<file path="config.mk">
export PLATFORM = sky130hd
export DESIGN_NAME = cd_header_subcode_capture
export DESIGN_NICKNAME = d
export VERILOG_FILES = /design/src/capture_pkg.sv /design/src/cd_header_subcode_capture.sv
export SDC_FILE = /design/constraint.sdc
export NUM_CORES = 1
export LEC_CHECK = 0
export BUFFER_PORTS_ARGS = -buffer_cell sky130_fd_sc_hd__buf_2
export CORE_MARGIN = 10
export CORE_UTILIZATION = 58
export DETAILED_ROUTE_END_ITERATION = 6
export GPL_TIMING_DRIVEN = 0
export PLACE_DENSITY = 0.83
export SLEW_MARGIN = 20
export SYNTH_ARGS = -nofsm -noshare
export SYNTH_HDL_FRONTEND = slang
export SYNTH_SLANG_ARGS = --single-unit
</file>
<file path="constraint.sdc">
create_clock -name mclk -period 2.9 [get_ports mclk]
set_clock_uncertainty 0.15 [all_clocks]
set_input_delay 0.58 -clock mclk [delete_from_list [all_inputs] [get_ports mclk]]
set_output_delay 0.58 -clock mclk [all_outputs]
set_load 0.02 [all_outputs]
</file>
<file path="src/capture_pkg.sv">
// constants shared by the header and sub-code capture block
package capture_pkg;
  // register indices; byte address on the bus is four times the index
  localparam logic [15:0] HDR_MODE_IDX  = 16'hf092;
  localparam logic [15:0] HDR_MIN_IDX   = 16'hf093;
  localparam logic [15:0] HDR_SEC_IDX   = 16'hf09a;
  localparam logic [15:0] HDR_FRM_IDX   = 16'hf09b;
  localparam logic [15:0] Q_TRACK_IDX   = 16'hf0a9;
  localparam logic [15:0] Q_MODE_IDX    = 16'hf0aa;
  localparam logic [15:0] Q_AMIN_IDX    = 16'hf0ab;
  localparam logic [15:0] Q_ASEC_IDX    = 16'hf0b1;
  localparam logic [15:0] Q_AFRM_IDX    = 16'hf0b2;
  localparam logic [15:0] FRONT_CTRL_IDX = 16'hf0bb;
  localparam logic [15:0] READ_STAT_IDX = 16'hf0c3;
  localparam int unsigned ADDR_W = 18;

  // front-end control fields
  localparam int unsigned FC_SEQ_RESET = 7;
  localparam int unsigned FC_RESYNC    = 6;
  localparam int unsigned FC_TX_BREAK  = 5;
  localparam int unsigned FC_WDOG_DIS  = 4;
  localparam int unsigned FC_REDBOOK   = 3;
  localparam int unsigned FC_AUDIO     = 2;
  localparam int unsigned FC_SYNC_SEL  = 1;
  localparam int unsigned FC_STOP      = 0;
  localparam logic [7:0]  FRONT_CTRL_RESET = 8'h01;

  // read status fields
  localparam int unsigned RS_CLK_RUN   = 7;
  localparam int unsigned RS_BAD_Q     = 6;
  localparam int unsigned RS_Q_READY   = 5;
  localparam int unsigned RS_HDR_VALID = 4;

  // q frame layout, byte numbers counted from the first byte
  localparam int unsigned Q_BITS      = 96;
  localparam int unsigned Q_DATA_BITS = 80;
  localparam int unsigned Q_BYTE_MODE = 0;
  localparam int unsigned Q_BYTE_TRK  = 1;
  localparam int unsigned Q_BYTE_AMIN = 7;
  localparam int unsigned Q_BYTE_ASEC = 8;
  localparam int unsigned Q_BYTE_AFRM = 9;
  localparam logic [15:0] Q_CRC_POLY  = 16'h1021;
  localparam logic [15:0] Q_CRC_INIT  = 16'h0000;

  // header byte order after the sync pattern
  localparam logic [1:0] HB_MIN  = 2'h0;
  localparam logic [1:0] HB_SEC  = 2'h1;
  localparam logic [1:0] HB_FRM  = 2'h2;
  localparam logic [1:0] HB_MODE = 2'h3;

  // header sequencer states, gray along idle-header-body
  typedef enum logic [1:0] {
    HS_IDLE   = 2'b00,
    HS_HEADER = 2'b01,
    HS_BODY   = 2'b11
  } hdr_state_t;
endpackage : capture_pkg

</file>
<file path="src/cd_header_subcode_capture.sv">
// sector header and q sub-channel capture with apb register access
// What this block does
// - in data mode latch header mode, minute, second, frame into read-only bytes
// - header bytes valid only while header-valid flag set; firmware checks it
// - in audio mode minute/second/frame come from the q sub-channel
// - load track, mode, absolute msf from raw sub-channel into read-only bytes
// - assemble twelve q bytes per frame; last two are crc parity
// - q validity produced only after last bit shifted and crc checked
// - set q-frame-ready in read status when a q frame is captured
// - bad-q reads low when crc passes, high when it fails
// - with data clock running, bad-q holds until the end of the sector
// - with data clock stopped, bad-q holds until the end of next q frame
// - front-end control bit layout: reset, resync, break, watchdog, redbook, audio, sync, stop
// - stop command starts flow at the next sync, stops it there with sync select set, at once without; set on reset
// - audio mode: redbook enable starts or stops flow at next f1 c-flag
// - audio select low means data mode, the reset value
// - resync high-then-low starts sync search; header valid once the four header bytes after a sync are taken
//
// Design decision made here: the APB register port.
module cd_header_subcode_capture
  import capture_pkg::*;
(
  input  wire logic                        mclk,
  input  wire logic                        rst_b,
  input  wire logic                        psel,
  input  wire logic                        penable,
  input  wire logic                        pwrite,
  input  wire logic [capture_pkg::ADDR_W-1:0] paddr,
  input  wire logic [31:0]                 pwdata,
  output logic      [31:0]                 prdata,
  output logic                             pready,
  output logic                             pslverr,
  input  wire logic [7:0]                  data_byte,
  input  wire logic                        data_byte_valid,
  input  wire logic                        sync_found,
  input  wire logic                        sector_end,
  input  wire logic                        f1_cflag,
  input  wire logic                        q_bit,
  input  wire logic                        q_bit_valid,
  input  wire logic                        q_frame_start,
  output logic                             store_enable,
  output logic                             sync_search,
  output logic                             tx_break,
  output logic                             watchdog_off,
  output logic                             seq_reset,
  output logic                             audio_clock_shift
);
  import capture_pkg::*;

  // crc-16 one bit at a time, msb first
  function automatic logic [15:0] crc_step(input logic [15:0] crc, input logic bit_in);
    logic fb;
    fb = crc[15] ^ bit_in;
    crc_step = {crc[14:0], 1'b0} ^ (fb ? Q_CRC_POLY : 16'h0000);
  endfunction : crc_step

  logic [7:0]  front_ctrl_reg_q;
  logic [7:0]  hdr_mode_q, hdr_minute_reg_q, hdr_second_reg_q, hdr_frame_reg_q;
  logic [7:0]  q_track_reg_q, q_mode_reg_q, q_abs_minute_reg_q;
  logic [7:0]  q_abs_second_reg_q, q_abs_frame_reg_q;
  logic        header_valid_flag_q, q_frame_ready_q, q_crc_fail_flag_q;
  logic        resync_prev_q, search_q, flow_q;
  hdr_state_t  hdr_state_q;
  logic [1:0]  hdr_cnt_q;
  logic [6:0]  q_cnt_q;
  logic [Q_DATA_BITS-1:0] q_shift_q;
  logic [15:0] q_crc_q;
  logic        q_mismatch_q;
  logic [31:0] prdata_q;
  logic        pslverr_q;

  // control field views
  wire stop_command      = front_ctrl_reg_q[FC_STOP];
  wire sync_async_select = front_ctrl_reg_q[FC_SYNC_SEL];
  wire audio_mode_select = front_ctrl_reg_q[FC_AUDIO];
  wire redbook_enable    = front_ctrl_reg_q[FC_REDBOOK];
  wire watchdog_disable  = front_ctrl_reg_q[FC_WDOG_DIS];
  wire resync_pulse      = front_ctrl_reg_q[FC_RESYNC];
  wire frame_seq_reset   = front_ctrl_reg_q[FC_SEQ_RESET];
  wire data_clock_run    = audio_mode_select ? redbook_enable : ~stop_command;

  // apb decode; the word index sits above the two byte-lane bits
  wire [15:0] word_idx   = paddr[ADDR_W-1:2];
  wire        setup_ph   = psel & ~penable;
  wire        access_ph  = psel & penable;
  wire        sel_ctrl   = (word_idx == FRONT_CTRL_IDX);
  wire        sel_stat   = (word_idx == READ_STAT_IDX);
  wire        sel_ro     = (word_idx == HDR_MODE_IDX) | (word_idx == HDR_MIN_IDX) |
                           (word_idx == HDR_SEC_IDX) | (word_idx == HDR_FRM_IDX) |
                           (word_idx == Q_TRACK_IDX) | (word_idx == Q_MODE_IDX) |
                           (word_idx == Q_AMIN_IDX) | (word_idx == Q_ASEC_IDX) |
                           (word_idx == Q_AFRM_IDX);
  wire        mapped     = sel_ctrl | sel_stat | sel_ro;
  wire        ctrl_write = access_ph & pwrite & sel_ctrl;
  wire        stat_read  = access_ph & ~pwrite & sel_stat;
  wire [7:0]  read_status_reg = {data_clock_run, q_crc_fail_flag_q, q_frame_ready_q,
                                 header_valid_flag_q, 4'h0};

  // read mux, sampled in setup so prdata comes from a flop with no wait state
  wire [7:0]  rd_byte    = (word_idx == HDR_MODE_IDX) ? hdr_mode_q :
                           (word_idx == HDR_MIN_IDX)  ? hdr_minute_reg_q :
                           (word_idx == HDR_SEC_IDX)  ? hdr_second_reg_q :
                           (word_idx == HDR_FRM_IDX)  ? hdr_frame_reg_q :
                           (word_idx == Q_TRACK_IDX)  ? q_track_reg_q :
                           (word_idx == Q_MODE_IDX)   ? q_mode_reg_q :
                           (word_idx == Q_AMIN_IDX)   ? q_abs_minute_reg_q :
                           (word_idx == Q_ASEC_IDX)   ? q_abs_second_reg_q :
                           (word_idx == Q_AFRM_IDX)   ? q_abs_frame_reg_q :
                           sel_ctrl                   ? front_ctrl_reg_q :
                           sel_stat                   ? read_status_reg :
                           8'h00;

  // bus answer registers
  always_ff @(posedge mclk or negedge rst_b)
  begin
    if (!rst_b)
    begin
      prdata_q  <= 32'h0000_0000;
      pslverr_q <= 1'b0;
    end
    else if (setup_ph)
    begin
      prdata_q  <= pwrite ? 32'h0000_0000 : {24'h00_0000, rd_byte};
      pslverr_q <= ~mapped;
    end
  end

  assign prdata  = prdata_q;
  assign pready  = 1'b1;
  assign pslverr = pslverr_q & access_ph;

  // resync falls; prev resets to the bit's reset level so reset gives no false edge
  wire resync_fall = resync_prev_q & ~resync_pulse;
  // front-end control register and the sync search a resync launches
  always_ff @(posedge mclk or negedge rst_b)
  begin
    if (!rst_b)
    begin
      front_ctrl_reg_q <= FRONT_CTRL_RESET;
      resync_prev_q    <= 1'b0;
      search_q         <= 1'b0;
    end
    else
    begin
      if (ctrl_write)
        front_ctrl_reg_q <= pwdata[7:0];
      resync_prev_q <= resync_pulse;
      if (resync_fall)
        search_q <= 1'b1;
      else if (sync_found)
        search_q <= 1'b0;
    end
  end

  wire q_done      = q_bit_valid & (q_cnt_q == 7'(Q_BITS - 1)) & ~frame_seq_reset;

  // data flow gate toward the buffer
  wire flow_start_d = sync_found & ~stop_command;
  wire flow_stop_d  = sync_found & stop_command;
  always_ff @(posedge mclk or negedge rst_b)
  begin
    if (!rst_b)
      flow_q <= 1'b0;
    else if (frame_seq_reset)
      flow_q <= 1'b0;
    else if (audio_mode_select)
    begin
      if (f1_cflag)
        flow_q <= redbook_enable;
    end
    else if (!sync_async_select && stop_command)
      flow_q <= 1'b0;                                           // panic stop, mid-frame
    else if (flow_start_d)
      flow_q <= 1'b1;
    else if (flow_stop_d)
      flow_q <= 1'b0;
  end

  // header sequencer: four bytes after a sync that arrives while idle, in data mode
  wire hdr_go   = sync_found & ~audio_mode_select & ~frame_seq_reset;
  wire hdr_last = (hdr_state_q == HS_HEADER) & data_byte_valid & (hdr_cnt_q == HB_MODE);
  always_ff @(posedge mclk or negedge rst_b)
  begin
    if (!rst_b)
    begin
      hdr_state_q <= HS_IDLE;
      hdr_cnt_q   <= 2'h0;
    end
    else
    begin
      case (hdr_state_q)
        HS_IDLE:
          if (hdr_go)
            hdr_state_q <= HS_HEADER;
        HS_HEADER:
          if (frame_seq_reset || audio_mode_select)
            hdr_state_q <= HS_IDLE;
          else if (hdr_last)
            hdr_state_q <= HS_BODY;
        HS_BODY:
          if (sector_end || frame_seq_reset)
            hdr_state_q <= HS_IDLE;
        default:
          hdr_state_q <= HS_IDLE;
      endcase
      if (hdr_state_q != HS_HEADER)
        hdr_cnt_q <= 2'h0;
      else if (data_byte_valid)
        hdr_cnt_q <= hdr_cnt_q + 2'h1;
    end
  end

  // header flag: a capture in the same cycle as a clear wins
  always_ff @(posedge mclk or negedge rst_b)
  begin
    if (!rst_b)
      header_valid_flag_q <= 1'b0;
    else if (hdr_last)
      header_valid_flag_q <= 1'b1;
    else if (resync_fall || hdr_go || audio_mode_select)
      header_valid_flag_q <= 1'b0;
  end

  // header bytes; in audio mode the address follows the q channel
  wire hdr_take = (hdr_state_q == HS_HEADER) & data_byte_valid & ~frame_seq_reset;
  wire q_to_msf = q_done & audio_mode_select;
  always_ff @(posedge mclk or negedge rst_b)
  begin
    if (!rst_b)
    begin
      hdr_mode_q       <= 8'h00;
      hdr_minute_reg_q <= 8'h00;
      hdr_second_reg_q <= 8'h00;
      hdr_frame_reg_q  <= 8'h00;
    end
    else if (q_to_msf)
    begin
      hdr_minute_reg_q <= q_shift_q[Q_DATA_BITS-8*Q_BYTE_AMIN-1 -: 8];
      hdr_second_reg_q <= q_shift_q[Q_DATA_BITS-8*Q_BYTE_ASEC-1 -: 8];
      hdr_frame_reg_q  <= q_shift_q[Q_DATA_BITS-8*Q_BYTE_AFRM-1 -: 8];
    end
    else if (hdr_take)
    begin
      case (hdr_cnt_q)
        HB_MIN:  hdr_minute_reg_q <= data_byte;
        HB_SEC:  hdr_second_reg_q <= data_byte;
        HB_FRM:  hdr_frame_reg_q  <= data_byte;
        HB_MODE: hdr_mode_q       <= data_byte;
        default: hdr_mode_q       <= hdr_mode_q;
      endcase
    end
  end

  // q frame assembly: crc over the first ten bytes, compare with inverted parity
  wire q_in_data = (q_cnt_q < 7'(Q_DATA_BITS));
  always_ff @(posedge mclk or negedge rst_b)
  begin
    if (!rst_b)
    begin
      q_cnt_q      <= 7'h00;
      q_shift_q    <= '0;
      q_crc_q      <= Q_CRC_INIT;
      q_mismatch_q <= 1'b0;
    end
    else if (frame_seq_reset || q_frame_start)
    begin
      q_cnt_q      <= 7'h00;
      q_crc_q      <= Q_CRC_INIT;
      q_mismatch_q <= 1'b0;
    end
    else if (q_bit_valid)
    begin
      q_cnt_q <= q_done ? 7'h00 : q_cnt_q + 7'h01;
      if (q_in_data)
      begin
        q_shift_q <= {q_shift_q[Q_DATA_BITS-2:0], q_bit};
        q_crc_q   <= crc_step(q_crc_q, q_bit);
      end
      else
      begin
        q_crc_q      <= {q_crc_q[14:0], 1'b0};
        q_mismatch_q <= q_done ? 1'b0 : (q_mismatch_q | (q_bit == q_crc_q[15]));
      end
    end
  end

  // result includes the last parity bit, so it exists only at frame end
  wire q_fail_now = q_mismatch_q | (q_bit == q_crc_q[15]);

  // q registers load only on a completed frame
  always_ff @(posedge mclk or negedge rst_b)
  begin
    if (!rst_b)
    begin
      q_track_reg_q      <= 8'h00;
      q_mode_reg_q       <= 8'h00;
      q_abs_minute_reg_q <= 8'h00;
      q_abs_second_reg_q <= 8'h00;
      q_abs_frame_reg_q  <= 8'h00;
    end
    else if (q_done)
    begin
      q_mode_reg_q       <= q_shift_q[Q_DATA_BITS-8*Q_BYTE_MODE-1 -: 8];
      q_track_reg_q      <= q_shift_q[Q_DATA_BITS-8*Q_BYTE_TRK-1 -: 8];
      q_abs_minute_reg_q <= q_shift_q[Q_DATA_BITS-8*Q_BYTE_AMIN-1 -: 8];
      q_abs_second_reg_q <= q_shift_q[Q_DATA_BITS-8*Q_BYTE_ASEC-1 -: 8];
      q_abs_frame_reg_q  <= q_shift_q[Q_DATA_BITS-8*Q_BYTE_AFRM-1 -: 8];
    end
  end

  // q status flags; a new frame beats a read clear or a sector end
  always_ff @(posedge mclk or negedge rst_b)
  begin
    if (!rst_b)
    begin
      q_frame_ready_q   <= 1'b0;
      q_crc_fail_flag_q <= 1'b1;
    end
    else
    begin
      if (q_done)
        q_frame_ready_q <= 1'b1;
      else if (stat_read)
        q_frame_ready_q <= 1'b0;
      if (q_done)
        q_crc_fail_flag_q <= q_fail_now;
      else if (sector_end && data_clock_run)
        q_crc_fail_flag_q <= 1'b1;
    end
  end

  // outputs driven from registered control state
  assign store_enable      = flow_q & ~frame_seq_reset;
  assign sync_search       = search_q;
  assign tx_break          = front_ctrl_reg_q[FC_TX_BREAK];
  assign watchdog_off      = watchdog_disable;
  assign seq_reset         = frame_seq_reset;
  assign audio_clock_shift = audio_mode_select;
endmodule : cd_header_subcode_capture

</file>
After elaboration in Yosys (flattened, before gate mapping). Index checks and enable logic that the tools add are counted.

Add/sub/neg operators: 2. Order comparisons: 1. Equality and inequality tests: 24. Multiplexer cells: 54. Bitwise operators: 41. Reduce and logical (&&, ||, !) cells: 29.

Operators by type and width (count): 16-bit == test (second input constant) (11); 8-bit 2-to-1 mux (21); 16-bit 2-to-1 mux (3); 7-bit 2-to-1 mux (3); 2-bit nonzero test (10); 1-bit bitwise AND (19); 1-bit 2-to-1 mux (19); 16-bit by 13-bit XOR with 16-bit output (1); 13-bit 2-to-1 mux (1); 2-bit 2-to-1 mux (6); 1-bit bitwise OR (11); 2-bit AND reduction (5); 1-bit inverter (9); 3-bit AND reduction (3); 7-bit by 1-bit adder with 7-bit output (second input constant) (1); 7-bit == test (second input constant) (1); 7-bit < comparator (second input constant) (1); 2-bit == test (second input constant) (3); 2-bit one-hot mux with 3 select lines (1); 1-bit logical OR (5); 5-bit nonzero test (1); 2-bit by 1-bit == test with 1-bit output (second input constant) (2); 2-bit logical NOT (2); 2-bit by 1-bit != test with 1-bit output (second input constant) (2); 8 further kinds (10).

Flip-flop bits (word level): 227. Logic and storage cells: 175.

Longest topological paths before layout.
Word-level depth: 14. Mapped depth: 8. Gate-level depth less buffers: 7.

Worst setup path before layout. OpenSTA, ideal clock, no wires.

Path type: input to register. From: input paddr[11] (netlist name). To: register prdata_q[7], in the netlist prdata[7]. Arrival time: 2.459 ns. Required time: 2.628 ns. Slack: 0.169 ns. Cell stages on the path: 7. Path buffers: 1. Cells stage by stage: or4_4 -> or3_1 -> buf_2 -> or3_1 -> a221oi_2 -> o21ai_1 -> a32o_1.

Cells in the longest elaborated chain, start to end: 13. Elaborated cells between the ends (all ways): 23.

RTL lines: start: declaration (RTL line cd_header_subcode_capture.sv:28) `input wire logic [capture_pkg::ADDR_W-1:0] paddr,`; 16-bit == test (RTL line cd_header_subcode_capture.sv:87) `wire sel_stat = (word_idx == READ_STAT_IDX);`; 8-bit 2-to-1 mux (RTL line cd_header_subcode_capture.sv:110) `sel_stat ? read_status_reg :`; 8-bit 2-to-1 mux (RTL line cd_header_subcode_capture.sv:109) `sel_ctrl ? front_ctrl_reg_q :`; 8-bit 2-to-1 mux (RTL line cd_header_subcode_capture.sv:108) `(word_idx == Q_AFRM_IDX) ? q_abs_frame_reg_q :`; 8-bit 2-to-1 mux (RTL line cd_header_subcode_capture.sv:107) `(word_idx == Q_ASEC_IDX) ? q_abs_second_reg_q :`; 8-bit 2-to-1 mux (RTL line cd_header_subcode_capture.sv:106) `(word_idx == Q_AMIN_IDX) ? q_abs_minute_reg_q :`; 8-bit 2-to-1 mux (RTL line cd_header_subcode_capture.sv:105) `(word_idx == Q_MODE_IDX) ? q_mode_reg_q :`; 8-bit 2-to-1 mux (RTL line cd_header_subcode_capture.sv:104) `(word_idx == Q_TRACK_IDX) ? q_track_reg_q :`; 8-bit 2-to-1 mux (RTL line cd_header_subcode_capture.sv:103) `(word_idx == HDR_FRM_IDX) ? hdr_frame_reg_q :`; 8-bit 2-to-1 mux (RTL line cd_header_subcode_capture.sv:102) `(word_idx == HDR_SEC_IDX) ? hdr_second_reg_q :`; 8-bit 2-to-1 mux (RTL line cd_header_subcode_capture.sv:101) `(word_idx == HDR_MIN_IDX) ? hdr_minute_reg_q :`; 8-bit 2-to-1 mux (*) (RTL line cd_header_subcode_capture.sv:100) `wire [7:0] rd_byte = (word_idx == HDR_MODE_IDX) ? hdr_mode_q :`; 8-bit 2-to-1 mux (*) (RTL line cd_header_subcode_capture.sv:123) `prdata_q <= pwrite ? 32'h0000_0000 : {24'h00_0000, rd_byte};`; end signal: assignment (RTL line cd_header_subcode_capture.sv:123); end: declaration (RTL line cd_header_subcode_capture.sv:69) `logic [31:0] prdata_q;`.

Every way passes the cells marked *; elsewhere a longest branch is shown, timed or not. A chain may end at the register's enable or synchronous reset.

Final worst setup path. Same ends and word-level chain as after synthesis.

==> results.yml <==
outcome:
  status: "finished, final reports clean"
routing:
  drt-vias-per-instance: 5.790
  finalWirelength_um: 23980
  drc: 0
  first_pass_iters: 5
  via_count: 7069
  drt-initial-drc-count: 611
  detail_route.wl_per_cell_um: 19.64
  antenna_left: 0
setup_path:
  setup.worst_path.start_class: "input port"
  cp_cell_sequence: "buf_2 > or4_4 > buf_2 > nor4_1 > a22o_1 > a221oi_2 > o21ai_1 > a32o_1"
  cp_max_fo: 10
  cpMostUsedCell: "buf_2"
  worstPathArrival_ns: 2.99
  path_class: "in2reg"
  slowest_stage: "nor4_1"
  critPathCaptureType: "register"
  crit_path_max_incr_delay_ns: 0.77
  required_ns: 3.19
placed_design:
  gp_congestion: 0.9898
  preCtsSetupSlack_ns: -0.2433
  dpl-instance-area_sq_um: 10100
  port_buffers: 55
  dp_hpwl_um: 17660
clock_tree:
  cts_made_buffers: 22
  cts_tree: "done"
  clockBufferDepth: 3
  post_cts_buffers: 0
  clock-sinks: 203
  insertion_delay_ns: 0.50
  clkTransAtPathRegs_ns: 0.06
  cts_root_buf: "clkbuf_16"
  htreeDepth: 1
  cts_resized: 0
layout:
  antenna_cells: 0
  final.fill_count: 1150
  multiInputGateArea_sq_um: 3994
  syn_to_final_growth_pct: 15.31
  regMostFlops: "q_shift_q"
  reg_top3: "q_shift_q (80), q_crc_q (16)"
  layout-drive-gt1-share_pct: 22.29
  fin_util_pct: 68.27
  nNetsFinal: 1065
  largest_reg_flops: 80
  final_area_sq_um: 10850
  regArea_sq_um: 5082
grt:
  grt_max_degree: 72
  grt_pass1_vias: 7069
  overflow: 0
  grt_pass1_wl_um: 38650
  grt.total_usage_pct: 21.77
  antenna_found_initial: 0
sta:
  worst_slack_ns: 0.2074
  maxSlewHeadroom_pct: 31.08
  rsz0062_at_grt: "no"
  hold_viol_final: 0
  post-route-period-util_pct: 92.85
  fmax_ghz: 0.3714
  setup_violations: 0
  slew_viol_final: 0
  setup_tns_ns: 0
  period_needed_ns: 2.693
  tightest_slew_ns: 1.019
logic_synthesis:
  syn_area_sq_um: 9405
  yosysMostFrequentCell: "dfrtp_1"
  yosys_warnings: 0
  yosysTopAreaCell: "dfrtp_1"
  synthTopCellsByCount: "dfrtp_1 (201), nand2_1 (157), mux2_2 (94)"
  synth.distinct_cells: 61
  synthFlopType: "dfrtp_1"
  async_reset_ff_share_pct: 100.0
  syn_area_per_cell_sq_um: 10.63
  seq_area_frac_synth_pct: 54.04
  synth_seq_cells: 203
  syn_inst: 885
  synth_area_leaders: "dfrtp_1 (53%), mux2_2 (11%), nand2_1 (6.3%), mux2i_1 (4.5%), nor2_1 (2.7%)"
  synth_edf_count: 0
  synth_top_area_share_pct: 53.48
min_path:
  min_path_type: "in2reg"
die:
  die-area_sq_um: 21710
  start_util_pct: 59.21
  die_w_um: 147.3
  io_pins: 110
  die_h_um: 147.3
  rows: 46
  coreArea_sq_um: 15890
power_and_ir_drop:
  p_leak_nw: 5.548
  ir_worst_vdd_mv: 0.6205
  power.total_w: 0.006329
  powerDensity_nw_per_um2: 583.6
job:
  maxCapViolCount: 0
logic make-up after synthesis:
kind of cell,share of synthesized area [%]
and+or+nand+nor,15.54
buffers and inverters,4.417
AOI/OAI and AO/OA,8.980
xor gates and xnor gates,0.5587
DFF,54.04
muxes,15.72
adders and majority gates,0.6652
other,0.07985
power by group:
part	switching [W]	leakage, nW	internal (W)
Clock	0.00111	0.362	0.00170
Combinational	0.000233	2.40	0.000188
Sequential	0.000152	2.79	0.00294
cells in the final DEF, fill, tap and decap left out, types with 23 or more instances in the layout:
| cell type | count |
|---|---|
| buf_4 | 25 |
| buf_2 | 56 |
| conb_1 | 25 |
| clkbuf_16 | 23 |
| mux2_2 | 94 |
| dfrtp_1 | 201 |
| o21ai_0 | 29 |
| a21oi_1 | 43 |
| mux2i_1 | 42 |
| nor2_1 | 67 |
| clkbuf_1 | 47 |
| nand2_1 | 157 |
final cells by class:
| cell class | instances | area share [%] |
|---|---|---|
| well taps | 216 | 2.492 |
| flip-flops and latches | 203 | 46.86 |
| repair buffers | 58 | 3.230 |
| clock buffers | 30 | 5.826 |
| multi-input cells | 620 | 36.83 |
| plain buffers | 73 | 3.415 |
| inverters | 12 | 0.4153 |
| clock inverters | 9 | 0.9345 |
through the flow:
| step | instances | hold slack (ns) |
|---|---|---|
| after floorplan | 908 | 0.1344 |
| after global placement | 1179 | 0.2999 |
| after detailed placement | 1181 | 0.3090 |
| after CTS | 1221 | 0.1335 |
| after global routing | 1221 | 0.1577 |
| final | 1221 | 0.1428 |
what timing repair did:
| item | in CTS | in global routing |
|---|---|---|
| endpoints found under the setup margin | 0 | 0 |
| hold endpoints to repair | 65 | 0 |
| hold buffers | 1 | 0 |
final timing paths:
check / depth (start not counted) / to / slack [ns] / start
max in group asynchronous: 4 / q_shift_q[49] / 1.06 / rst_b
min in group asynchronous: 2 / flow_q / 0.47 / rst_b
worst min-delay path: 3 / front_ctrl_reg_q[2] / 0.14 / pwdata[2]
worst max-delay path: 8 / prdata[7] / 0.21 / paddr[11]
worst max register to register: 6 / hdr_mode_q[4] / 0.31 / front_ctrl_reg_q[7]
worst min register to register: 2 / q_abs_frame_reg_q[7] / 0.32 / q_abs_frame_reg_q[7]
worst max-delay path, delay by kind of cell:
kind,cells,cell delay (ns)
simple gates,2,1.32
buf+inv,2,0.31
compound gates,4,0.78
routing by layer:
metal  vias up  global-route usage, %  routed length [um]
met5         -                      0                   0
met3        66                  4.361                1743
met1      3472                  27.81                9900
met2       275                  35.53               11370
li1       3256                      -                   -
met4         0                  8.821                 969
Power figures use the tool's default switching activity.
